[src/ppi_pkg.sv]
// Package with register map, reset values and vector codes of the port block
package ppi_pkg;
  // Register indices; byte address is four times the index
  localparam logic [13:0] IDX_A_DIR = 14'h2004;
  localparam logic [13:0] IDX_A_DATA = 14'h2005;
  localparam logic [13:0] IDX_A_IRQ_EN = 14'h2006;
  localparam logic [13:0] IDX_A_FLAGS = 14'h2007;
  localparam logic [13:0] IDX_MODE_CTRL = 14'h2015;
  localparam logic [13:0] IDX_MOTOR_FLAGS = 14'h2017;
  localparam logic [13:0] IDX_B_DIR = 14'h2044;
  localparam logic [13:0] IDX_B_DATA = 14'h2045;
  localparam logic [13:0] IDX_B_IRQ_EN = 14'h2046;
  localparam logic [13:0] IDX_B_FLAGS = 14'h2047;
  localparam logic [13:0] IDX_A_FUNC_SEL = 14'h2049;
  localparam logic [13:0] IDX_MOTOR_IRQ_EN = 14'h2050;
  localparam int ADDR_W = 16;
  localparam int PORT_A_W = 9;
  localparam int PORT_B_W = 16;
  localparam int MODE_W = 9;
  // Field positions
  localparam int SEL_PIN7_ALT2_BIT = 14;
  localparam int SEL_PIN8_ALT2_BIT = 15;
  localparam int MODE_SERIAL_UART_BIT = 4;
  localparam int MOT_SYNC_BIT = 0;
  localparam int MOT_TRIP_BIT = 1;
  // Reset values
  localparam logic [15:0] FUNC_SEL_RST = 16'hFFFF;
  localparam logic [15:0] DIR_RST = 16'h0000;
  localparam logic [15:0] IRQ_EN_RST = 16'h0000;
  localparam logic [8:0] MODE_RST = 9'h000;
  localparam logic [1:0] MOTOR_EN_RST = 2'h0;
  // Vector codes of the pending source
  localparam logic [15:0] VEC_TRIP = 16'h002C;
  localparam logic [15:0] VEC_SYNC = 16'h000C;
  localparam logic [15:0] VEC_IO = 16'h0008;
  localparam logic [15:0] VEC_NONE = 16'h0000;
  // Bus answers
  localparam logic [1:0] RESP_OKAY = 2'b00;
  localparam logic [1:0] RESP_SLVERR = 2'b10;
endpackage : ppi_pkg

[src/ppi_top.sv]
// Two programmable I/O ports with change flags and merged peripheral request
// What this block does
// - Provide 25 I/O pins: nine shared-function pins and 16 dedicated pins.
// - Function select bit n set makes shared pin n I/O, cleared routes alternate.
// - Function select resets to all ones, every shared pin starts as I/O.
// - Select bits 14, 15 pick pins 7, 8 second function; mode bit 4 pins 4, 5.
// - Direction bit cleared means input, set means driven output.
// - Both direction registers reset to zero, all lines inputs.
// - Data read returns pin levels on inputs, written levels on outputs; data write sets driven output levels.
// - Each line has its own interrupt enable, for inputs and outputs alike.
// - All interrupt enables reset to zero.
// - Enabled line triggers on either edge of its data bit, pin or write; a shared pin only while its select bit is set.
// - Such a change sets the line's change flag and raises shared I/O request.
// - Reading a change flag register returns then clears it, acknowledging it.
// - All 27 sources are maskable, prioritised and merged on one request line.
// - Rising edge of PWM cycle sync raises the sync interrupt.
// - Falling edge of PWM fault trip pin raises the trip interrupt.
// - Detected source sets its flag; request line held low while any pending.
// - Reading motor interrupt flags clears sync and trip bits.
// - Priority: trip 0x002C, then sync 0x000C, then I/O 0x0008.
// - Hardware, software or watchdog reset returns all registers to reset values.
//
// The register addresses and register access over AXI4-Lite were decided locally.
module ppi_top #(
  parameter int A_W = ppi_pkg::PORT_A_W,
  parameter int B_W = ppi_pkg::PORT_B_W
) (
  input wire logic clk,
  input wire logic rst_n,
  input wire logic periph_reset,
  input wire logic [ppi_pkg::ADDR_W-1:0] s_axi_awaddr,
  input wire logic s_axi_awvalid,
  output logic s_axi_awready,
  input wire logic [31:0] s_axi_wdata,
  input wire logic [3:0] s_axi_wstrb,
  input wire logic s_axi_wvalid,
  output logic s_axi_wready,
  output logic [1:0] s_axi_bresp,
  output logic s_axi_bvalid,
  input wire logic s_axi_bready,
  input wire logic [ppi_pkg::ADDR_W-1:0] s_axi_araddr,
  input wire logic s_axi_arvalid,
  output logic s_axi_arready,
  output logic [31:0] s_axi_rdata,
  output logic [1:0] s_axi_rresp,
  output logic s_axi_rvalid,
  input wire logic s_axi_rready,
  input wire logic [A_W-1:0] shared_pin_in,
  output logic [A_W-1:0] shared_pin_out,
  output logic [A_W-1:0] shared_pin_oe,
  input wire logic [A_W-1:0] alt_func_out,
  input wire logic [A_W-1:0] alt_func_oe,
  input wire logic [B_W-1:0] dedicated_pin_in,
  output logic [B_W-1:0] dedicated_pin_out,
  output logic [B_W-1:0] dedicated_pin_oe,
  output logic shared_pin_7_alt2_sel,
  output logic shared_pin_8_alt2_sel,
  output logic serial_uart_mode,
  input wire logic pwm_cycle_sync,
  input wire logic pwm_fault_trip,
  output logic peripheral_request_line_n,
  output logic [15:0] irq_vector
);
  import ppi_pkg::*;

  typedef struct packed {
    logic [15:0] sel_a;
    logic [A_W-1:0] dir_a;
    logic [A_W-1:0] out_a;
    logic [A_W-1:0] en_a;
    logic [A_W-1:0] flg_a;
    logic [A_W-1:0] s1_a;
    logic [A_W-1:0] s2_a;
    logic [A_W-1:0] prev_a;
    logic [B_W-1:0] dir_b;
    logic [B_W-1:0] out_b;
    logic [B_W-1:0] en_b;
    logic [B_W-1:0] flg_b;
    logic [B_W-1:0] s1_b;
    logic [B_W-1:0] s2_b;
    logic [B_W-1:0] prev_b;
    logic [MODE_W-1:0] mode;
    logic [1:0] mot_en;
    logic [1:0] mot_flg;
    logic trip_s1;
    logic trip_s2;
    logic trip_prev;
    logic sync_prev;
    logic aw_ok;
    logic [13:0] aw_idx;
    logic w_ok;
    logic [31:0] w_data;
    logic [3:0] w_strb;
    logic bvalid;
    logic [1:0] bresp;
    logic rvalid;
    logic [31:0] rdata;
    logic [1:0] rresp;
    logic req_n;
    logic [15:0] vec;
  } ppi_state_t;

  ppi_state_t q;
  ppi_state_t d;
  logic rst_m;
  logic rst_s;

  // Reset release through two flops
  always_ff @(posedge clk or negedge rst_n) begin
    if (!rst_n) begin
      rst_m <= 1'b0;
      rst_s <= 1'b0;
    end else begin
      rst_m <= 1'b1;
      rst_s <= rst_m;
    end
  end

  // Byte-lane merge of a 16-bit register
  function automatic logic [15:0] ppi_merge(input logic [15:0] old, input logic [31:0] wd,
                                            input logic [3:0] st);
    logic [15:0] r;
    r = old;
    if (st[0]) begin
      r[7:0] = wd[7:0];
    end
    if (st[1]) begin
      r[15:8] = wd[15:8];
    end
    return r;
  endfunction : ppi_merge

  logic [A_W-1:0] eff_a;
  logic [B_W-1:0] eff_b;
  logic [A_W-1:0] chg_a;
  logic [B_W-1:0] chg_b;
  logic sync_rise;
  logic trip_fall;
  logic rd_fire;
  logic [13:0] rd_idx;
  logic wr_do;

  // Data register value: driven level on outputs, synchronised pin on inputs
  assign eff_a = (q.dir_a & q.out_a) | (~q.dir_a & q.s2_a);
  assign eff_b = (q.dir_b & q.out_b) | (~q.dir_b & q.s2_b);
  // Either-edge change on enabled I/O lines; shared pins only in I/O mode
  assign chg_a = (eff_a ^ q.prev_a) & q.en_a & q.sel_a[A_W-1:0];
  assign chg_b = (eff_b ^ q.prev_b) & q.en_b;
  assign sync_rise = pwm_cycle_sync & ~q.sync_prev & q.mot_en[MOT_SYNC_BIT];
  assign trip_fall = ~q.trip_s2 & q.trip_prev & q.mot_en[MOT_TRIP_BIT];
  assign rd_fire = s_axi_arvalid & s_axi_arready;
  assign rd_idx = s_axi_araddr[15:2];
  assign wr_do = q.aw_ok & q.w_ok & ~q.bvalid;

  always_comb begin
    logic [15:0] nv;
    logic hit;
    d = q;
    nv = 16'h0000;
    hit = 1'b0;
    // Synchronisers and edge history
    d.s1_a = shared_pin_in;
    d.s2_a = q.s1_a;
    d.s1_b = dedicated_pin_in;
    d.s2_b = q.s1_b;
    d.trip_s1 = pwm_fault_trip;
    d.trip_s2 = q.trip_s1;
    d.trip_prev = q.trip_s2;
    d.sync_prev = pwm_cycle_sync;
    d.prev_a = eff_a;
    d.prev_b = eff_b;
    // Write channel capture, either order
    if (s_axi_awvalid && s_axi_awready) begin
      d.aw_ok = 1'b1;
      d.aw_idx = s_axi_awaddr[15:2];
    end
    if (s_axi_wvalid && s_axi_wready) begin
      d.w_ok = 1'b1;
      d.w_data = s_axi_wdata;
      d.w_strb = s_axi_wstrb;
    end
    if (q.bvalid && s_axi_bready) begin
      d.bvalid = 1'b0;
    end
    if (wr_do) begin
      d.aw_ok = 1'b0;
      d.w_ok = 1'b0;
      d.bvalid = 1'b1;
      d.bresp = RESP_OKAY;
      if (q.aw_idx == IDX_A_FUNC_SEL) begin
        d.sel_a = ppi_merge(q.sel_a, q.w_data, q.w_strb);
      end else if (q.aw_idx == IDX_A_DIR) begin
        nv = ppi_merge({7'h00, q.dir_a}, q.w_data, q.w_strb);
        d.dir_a = nv[A_W-1:0];
      end else if (q.aw_idx == IDX_A_DATA) begin
        nv = ppi_merge({7'h00, q.out_a}, q.w_data, q.w_strb);
        d.out_a = nv[A_W-1:0];
      end else if (q.aw_idx == IDX_A_IRQ_EN) begin
        nv = ppi_merge({7'h00, q.en_a}, q.w_data, q.w_strb);
        d.en_a = nv[A_W-1:0];
      end else if (q.aw_idx == IDX_B_DIR) begin
        d.dir_b = ppi_merge(q.dir_b, q.w_data, q.w_strb);
      end else if (q.aw_idx == IDX_B_DATA) begin
        d.out_b = ppi_merge(q.out_b, q.w_data, q.w_strb);
      end else if (q.aw_idx == IDX_B_IRQ_EN) begin
        d.en_b = ppi_merge(q.en_b, q.w_data, q.w_strb);
      end else if (q.aw_idx == IDX_MODE_CTRL) begin
        nv = ppi_merge({7'h00, q.mode}, q.w_data, q.w_strb);
        d.mode = nv[MODE_W-1:0];
      end else if (q.aw_idx == IDX_MOTOR_IRQ_EN) begin
        nv = ppi_merge({14'h0000, q.mot_en}, q.w_data, q.w_strb);
        d.mot_en = nv[1:0];
      end else if (q.aw_idx == IDX_A_FLAGS || q.aw_idx == IDX_B_FLAGS
                   || q.aw_idx == IDX_MOTOR_FLAGS) begin
        d.bresp = RESP_OKAY;
      end else begin
        d.bresp = RESP_SLVERR;
      end
    end
    // Read channel; flag reads clear their register
    if (q.rvalid && s_axi_rready) begin
      d.rvalid = 1'b0;
    end
    if (rd_fire) begin
      d.rvalid = 1'b1;
      d.rresp = RESP_OKAY;
      hit = 1'b1;
      if (rd_idx == IDX_A_FUNC_SEL) begin
        nv = q.sel_a;
      end else if (rd_idx == IDX_A_DIR) begin
        nv = {7'h00, q.dir_a};
      end else if (rd_idx == IDX_A_DATA) begin
        nv = {7'h00, eff_a};
      end else if (rd_idx == IDX_A_IRQ_EN) begin
        nv = {7'h00, q.en_a};
      end else if (rd_idx == IDX_A_FLAGS) begin
        nv = {7'h00, q.flg_a};
        d.flg_a = '0;
      end else if (rd_idx == IDX_B_DIR) begin
        nv = q.dir_b;
      end else if (rd_idx == IDX_B_DATA) begin
        nv = eff_b;
      end else if (rd_idx == IDX_B_IRQ_EN) begin
        nv = q.en_b;
      end else if (rd_idx == IDX_B_FLAGS) begin
        nv = q.flg_b;
        d.flg_b = '0;
      end else if (rd_idx == IDX_MODE_CTRL) begin
        nv = {7'h00, q.mode};
      end else if (rd_idx == IDX_MOTOR_IRQ_EN) begin
        nv = {14'h0000, q.mot_en};
      end else if (rd_idx == IDX_MOTOR_FLAGS) begin
        nv = {14'h0000, q.mot_flg};
        d.mot_flg = 2'b00;
      end else begin
        hit = 1'b0;
      end
      d.rdata = {16'h0000, nv};
      if (!hit) begin
        d.rresp = RESP_SLVERR;
      end
    end
    // New events win over a clearing read in the same cycle
    d.flg_a = d.flg_a | chg_a;
    d.flg_b = d.flg_b | chg_b;
    d.mot_flg[MOT_SYNC_BIT] = d.mot_flg[MOT_SYNC_BIT] | sync_rise;
    d.mot_flg[MOT_TRIP_BIT] = d.mot_flg[MOT_TRIP_BIT] | trip_fall;
    // Peripheral reset of control and flag state
    if (periph_reset) begin
      d.sel_a = FUNC_SEL_RST;
      d.dir_a = DIR_RST[A_W-1:0];
      d.dir_b = DIR_RST[B_W-1:0];
      d.en_a = IRQ_EN_RST[A_W-1:0];
      d.en_b = IRQ_EN_RST[B_W-1:0];
      d.out_a = '0;
      d.out_b = '0;
      d.flg_a = '0;
      d.flg_b = '0;
      d.mode = MODE_RST;
      d.mot_en = MOTOR_EN_RST;
      d.mot_flg = 2'b00;
    end
    // Merged request and highest pending vector
    d.req_n = ~(|d.flg_a | |d.flg_b | |d.mot_flg);
    if (d.mot_flg[MOT_TRIP_BIT]) begin
      d.vec = VEC_TRIP;
    end else if (d.mot_flg[MOT_SYNC_BIT]) begin
      d.vec = VEC_SYNC;
    end else if (|d.flg_a || |d.flg_b) begin
      d.vec = VEC_IO;
    end else begin
      d.vec = VEC_NONE;
    end
  end

  always_ff @(posedge clk or negedge rst_s) begin
    if (!rst_s) begin
      q <= '0;
      q.sel_a <= FUNC_SEL_RST;
      q.req_n <= 1'b1;
    end else begin
      q <= d;
    end
  end

  assign s_axi_awready = ~q.aw_ok & ~q.bvalid;
  assign s_axi_wready = ~q.w_ok & ~q.bvalid;
  assign s_axi_bvalid = q.bvalid;
  assign s_axi_bresp = q.bresp;
  assign s_axi_arready = ~q.rvalid;
  assign s_axi_rvalid = q.rvalid;
  assign s_axi_rdata = q.rdata;
  assign s_axi_rresp = q.rresp;

  // Pin routing: I/O function or alternate function
  assign shared_pin_out = (q.sel_a[A_W-1:0] & q.out_a)
                          | (~q.sel_a[A_W-1:0] & alt_func_out);
  assign shared_pin_oe = (q.sel_a[A_W-1:0] & q.dir_a)
                         | (~q.sel_a[A_W-1:0] & alt_func_oe);
  assign dedicated_pin_out = q.out_b;
  assign dedicated_pin_oe = q.dir_b;
  assign shared_pin_7_alt2_sel = q.sel_a[SEL_PIN7_ALT2_BIT];
  assign shared_pin_8_alt2_sel = q.sel_a[SEL_PIN8_ALT2_BIT];
  assign serial_uart_mode = q.mode[MODE_SERIAL_UART_BIT];
  assign peripheral_request_line_n = q.req_n;
  assign irq_vector = q.vec;
endmodule : ppi_top

[config.mk]
export PLATFORM = sky130hd
export DESIGN_NAME = ppi_top
export DESIGN_NICKNAME = d
export VERILOG_FILES = /design/src/ppi_pkg.sv /design/src/ppi_top.sv
export SDC_FILE = /design/constraint.sdc
export NUM_CORES = 1
export LEC_CHECK = 0
export ABC_AREA = 1
export BUFFER_PORTS_ARGS = -buffer_cell sky130_fd_sc_hd__buf_2
export CAP_MARGIN = 10
export CORE_UTILIZATION = 30
export CTS_CLUSTER_DIAMETER = 150
export CTS_CLUSTER_SIZE = 8
export DETAILED_ROUTE_END_ITERATION = 12
export MAX_ROUTING_LAYER = met4
export PLACE_DENSITY = 0.46
export SYNTH_ARGS = -nofsm -noshare
export SYNTH_HDL_FRONTEND = slang
export SYNTH_SLANG_ARGS = --single-unit
[constraint.sdc]
create_clock -name clk -period 10.04 [get_ports clk]
set_clock_uncertainty 0.2 [all_clocks]
set_input_delay 1.004 -clock clk [delete_from_list [all_inputs] [get_ports clk]]
set_output_delay 1.004 -clock clk [all_outputs]
set_load 0.05 [all_outputs]
==> load_flow_metrics.sql <==
INSERT INTO impl_metrics (metric_group, metric, value, unit) VALUES
('status', 'status', 'complete, no violations', ''),
('sta', 'finalSetupViolCount', '0', ''),
('power_and_ir_drop', 'power.ir.vdd_worst', '0.105', 'mV'),
('cells_and_area', 'nFillCells', '4546', ''),
('route', 'viasPerCell', '4.75', ''),
('power_and_ir_drop', 'p_per_area', '270', 'nW/um^2'),
('cts', 'cts.htree.levels', '2', ''),
('cts', 'root_buffer', 'sky130_fd_sc_hd__clkbuf_16', ''),
('cts', 'tritoncts', 'yes', ''),
('route', 'drt_drc_violations_left', '0', ''),
('cells_and_area', 'mostFrequentLayoutCell', 'sky130_fd_sc_hd__nand2_1', ''),
('sta', 'worst_hold_check_slack', '0.143', 'ns'),
('synth', 'ys.warnings.count', '0', ''),
('route', 'vias', '11025', ''),
('synth', 'cell_type_with_the_highest_aggregate_area_in_the_netlist', 'sky130_fd_sc_hd__dfrtp_1', ''),
('synth', 'post_synth_main_area_contributors', 'sky130_fd_sc_hd__dfrtp_1 (48%), sky130_fd_sc_hd__nand2_1 (9.7%), sky130_fd_sc_hd__o21ai_0 (5.6%), sky130_fd_sc_hd__a21oi_1 (5.0%), sky130_fd_sc_hd__buf_4 (4.9%)', ''),
('synth', 'syn_avg_cell_area', '8.32', 'sq um'),
('power_and_ir_drop', 'power.static_leakage', '7.37', 'nW'),
('min_path', 'min-delay-path-class', 'flop to flop', ''),
('route', 'initialDrtViolationCount', '859', ''),
('place', 'gp_routability_congestion', '0.856', ''),
('worst_setup_path', 'critical_path.endpoint_type', 'flop', ''),
('worst_setup_path', 'worstPathCellList', 'buf_2 > nor2_2 > inv_2 > nor2_4 > inv_2 > nor2_4 > inv_2 > nor2_2 > inv_1 > nand2_1 > inv_1 > nand2_1 > nand2_1 > nand2_1 > nand2_1 > nand2_1 > nand2_1 > nand2_1 > nand2_1 > nand2_1', ''),
('place', 'dpl_worst_slack', '5.69', 'ns'),
('die', 'placement_rows', '76', ''),
('global_routing', 'globalRoute.totalOverflow', '0', ''),
('worst_setup_path', 'worst_path_arrival', '4.13', 'ns'),
('sta', 'worstMarginPinSlew', '1.15', 'ns'),
('sta', 'slew_limit_fails', '0', ''),
('worst_setup_path', 'cp_max_fo', '21', ''),
('synth', 'synth.cell_area', '13100', 'sq um'),
('cts', 'cts_buffers', '39', ''),
('route', 'route.detailed.wl_per_inst', '18.5', 'microns'),
('cts', 'clk-insertion-delay-late', '0.56', 'ns'),
('cells_and_area', 'post_layout_net_count', '1826', ''),
('route', 'detail-route-antenna-nets', '0', ''),
('route', 'drtPass1Iterations', '5', ''),
('worst_setup_path', 'critical_path_required', '10.32', 'ns'),
('global_routing', 'track_usage', '20.3', '%'),
('die', 'design.die.area', '44500', 'sq um'),
('synth', 'synth-edff-count', '0', ''),
('sta', 'timing.final.ws_setup', '6.19', 'ns'),
('sta', 'finalSetupTns', '0', 'ns'),
('synth', 'synth_sequential_area_ratio', '51.2', '%'),
('cells_and_area', 'postLayoutCoreUtil', '35.5', '%'),
('global_routing', 'grt_pass1_wl', '65900', 'microns'),
('worst_setup_path', 'rr_worst_depth', '20', ''),
('die', 'design.core.area', '43100', 'sq um'),
('min_path', 'hold-path-cell-count', '0', ''),
('global_routing', 'grt_max_degree', '159', ''),
('worst_setup_path', 'timing.critical_path.slowest_stage_cell', 'sky130_fd_sc_hd__nor2_2', ''),
('sta', 'final.min_clock_period', '3.85', 'ns'),
('die', 'initial_utilization', '30.4', '%'),
('die', 'floorplan.io_pins', '232', ''),
('synth', 'number_of_storage_elements_in_the_synthesis_netlist', '267', ''),
('route', 'drt-total-wl', '42800', 'microns'),
('place', 'placed_area', '14100', 'sq um'),
('synth', 'async_set_reset_flop_share_out_of_synthesis', '100', '%'),
('sta', 'timing.fmax', '0.260', 'GHz'),
('global_routing', 'grt_antenna_before_repair', '1', ''),
('cells_and_area', 'post-route-cell-area', '15300', 'sq um'),
('global_routing', 'number_of_global_route_vias_before_repair', '10771', ''),
('sta', 'setup_repair_after_global_routing_missed_its_margin', 'false', ''),
('place', 'place.port_buffers', '178', ''),
('synth', 'primary_ff_master_synth', 'sky130_fd_sc_hd__dfrtp_1', ''),
('die', 'chipWidth', '211', 'microns'),
('sta', 'finalHoldViolCount', '0', ''),
('worst_setup_path', 'setup.worst_path.class', 'input pin to flop', ''),
('cells_and_area', 'drive_above_1_share', '19.8', '%'),
('cells_and_area', 'most-common-layout-cells', 'sky130_fd_sc_hd__nand2_1 (339), sky130_fd_sc_hd__dfrtp_1 (249), sky130_fd_sc_hd__buf_2 (178)', ''),
('cts', 'max-clock-path-buffers', '3', '');
[where the power goes]
| part | internal (mW) | leakage [nW] | switching, mW | total (mW) |
|---|---|---|---|---|
| logic | 0.341 | 3.53 | 0.932 | 1.27 |
| registers | 1.36 | 3.29 | 0.228 | 1.59 |
| clock network | 0.761 | 0.548 | 0.501 | 1.26 |
| total | 2.46 | 7.37 | 1.66 | 4.13 |
[stage by stage]
step,total power [mW],instances
finish,4.13,2322
global route,4.38,2321
CTS,4.18,2320
global placement,2.87,2248
detailed placement,2.89,2248
floorplan,2.57,1604
[kinds of logic after synthesis]
logic type	synth area share, %
AO/OA/AOI/OAI	15.6
XOR/XNOR	0.602
buffers and inverters	11.3
flip-flops	51.2
multiplexers	1.88
other	0.0574
AND/OR/NAND/NOR	19.3
[critical path, delay by kind of cell]
family	cells	cell delay, ns
buffers and inverters	6	0.93
AND/OR/NAND/NOR	14	2.20
[cell type report]
cell class	count	area [sq um]	share of cell area, %
Sequential cell	267	6710	43.9
Multi-Input combinational cell	1031	5030	32.9
Clock buffer	69	1130	7.40
Timing Repair Buffer	191	1000	6.56
Tap cell	585	732	4.79
Inverter	175	657	4.30
Clock inverter	2	27.5	0.180
Antenna cell	2	5.00	0.0327
[metal layers]
metal	up-vias	track usage [%]	wire, microns
met3	69	2.99	2200
met4	0	7.27	1190
met5	-	-	0
li1	5313	-	-
met1	5318	27.1	19700
met2	325	31.4	19700
[synth_stat cells (7+ instances only)]
master                     count
sky130_fd_sc_hd__inv_1       150
sky130_fd_sc_hd__nand2_1     339
sky130_fd_sc_hd__dfrtp_1     250
sky130_fd_sc_hd__inv_2        23
sky130_fd_sc_hd__o22ai_1      18
sky130_fd_sc_hd__o211ai_1     13
sky130_fd_sc_hd__nor2_1      104
sky130_fd_sc_hd__o21ai_1      43
sky130_fd_sc_hd__clkbuf_1     37
sky130_fd_sc_hd__o21a_1        7
sky130_fd_sc_hd__nor3_1       13
sky130_fd_sc_hd__buf_4        85
sky130_fd_sc_hd__dfstp_2      17
sky130_fd_sc_hd__nor2_4        9
sky130_fd_sc_hd__nand3_1      75
sky130_fd_sc_hd__or2_2        17
sky130_fd_sc_hd__o21ai_0     147
sky130_fd_sc_hd__a21oi_1     132
sky130_fd_sc_hd__mux2_2       21
[sequential cells by signal (all words and copies together), names as in the netlist]
signal	count
s_axi_rvalid	1
serial_uart_mode	1
s_axi_rresp	1
peripheral_request_line_n	1
rst_m	1
irq_vector	3
dedicated_pin_out	16
shared_pin_7_alt2_sel	1
q	179
s_axi_bvalid	1
s_axi_bresp	1
dedicated_pin_oe	16
shared_pin_8_alt2_sel	1
rst_s	1
d	27
s_axi_rdata	16
[worst paths after layout]
path / from / to / slack (ns)
min in group asynchronous: rst_s$_DFF_PN0_ / d[142]$_DFF_PN0_ / 0.18
max: s_axi_araddr[6] / s_axi_rdata[0]$_DFFE_PN0P_ / 6.19
max in group asynchronous: rst_s$_DFF_PN0_ / q[100]$_DFFE_PN0P_ / 7.96
max reg2reg: q[55]$_DFFE_PN0P_ / s_axi_rdata[0]$_DFFE_PN0P_ / 6.31
min reg2reg: d[145]$_DFF_PN0_ / q[145]$_DFF_PN0_ / 0.14
min: d[145]$_DFF_PN0_ / q[145]$_DFF_PN0_ / 0.14
[repair_timing]
action                                 4_1_cts  5_1_grt
gates resized for setup                      0        0
setup buffers                                0        0
hold buffers                                 1        0
endpoints found under the hold margin        2        0
Note: power is estimated with default switching activity, not from simulation.
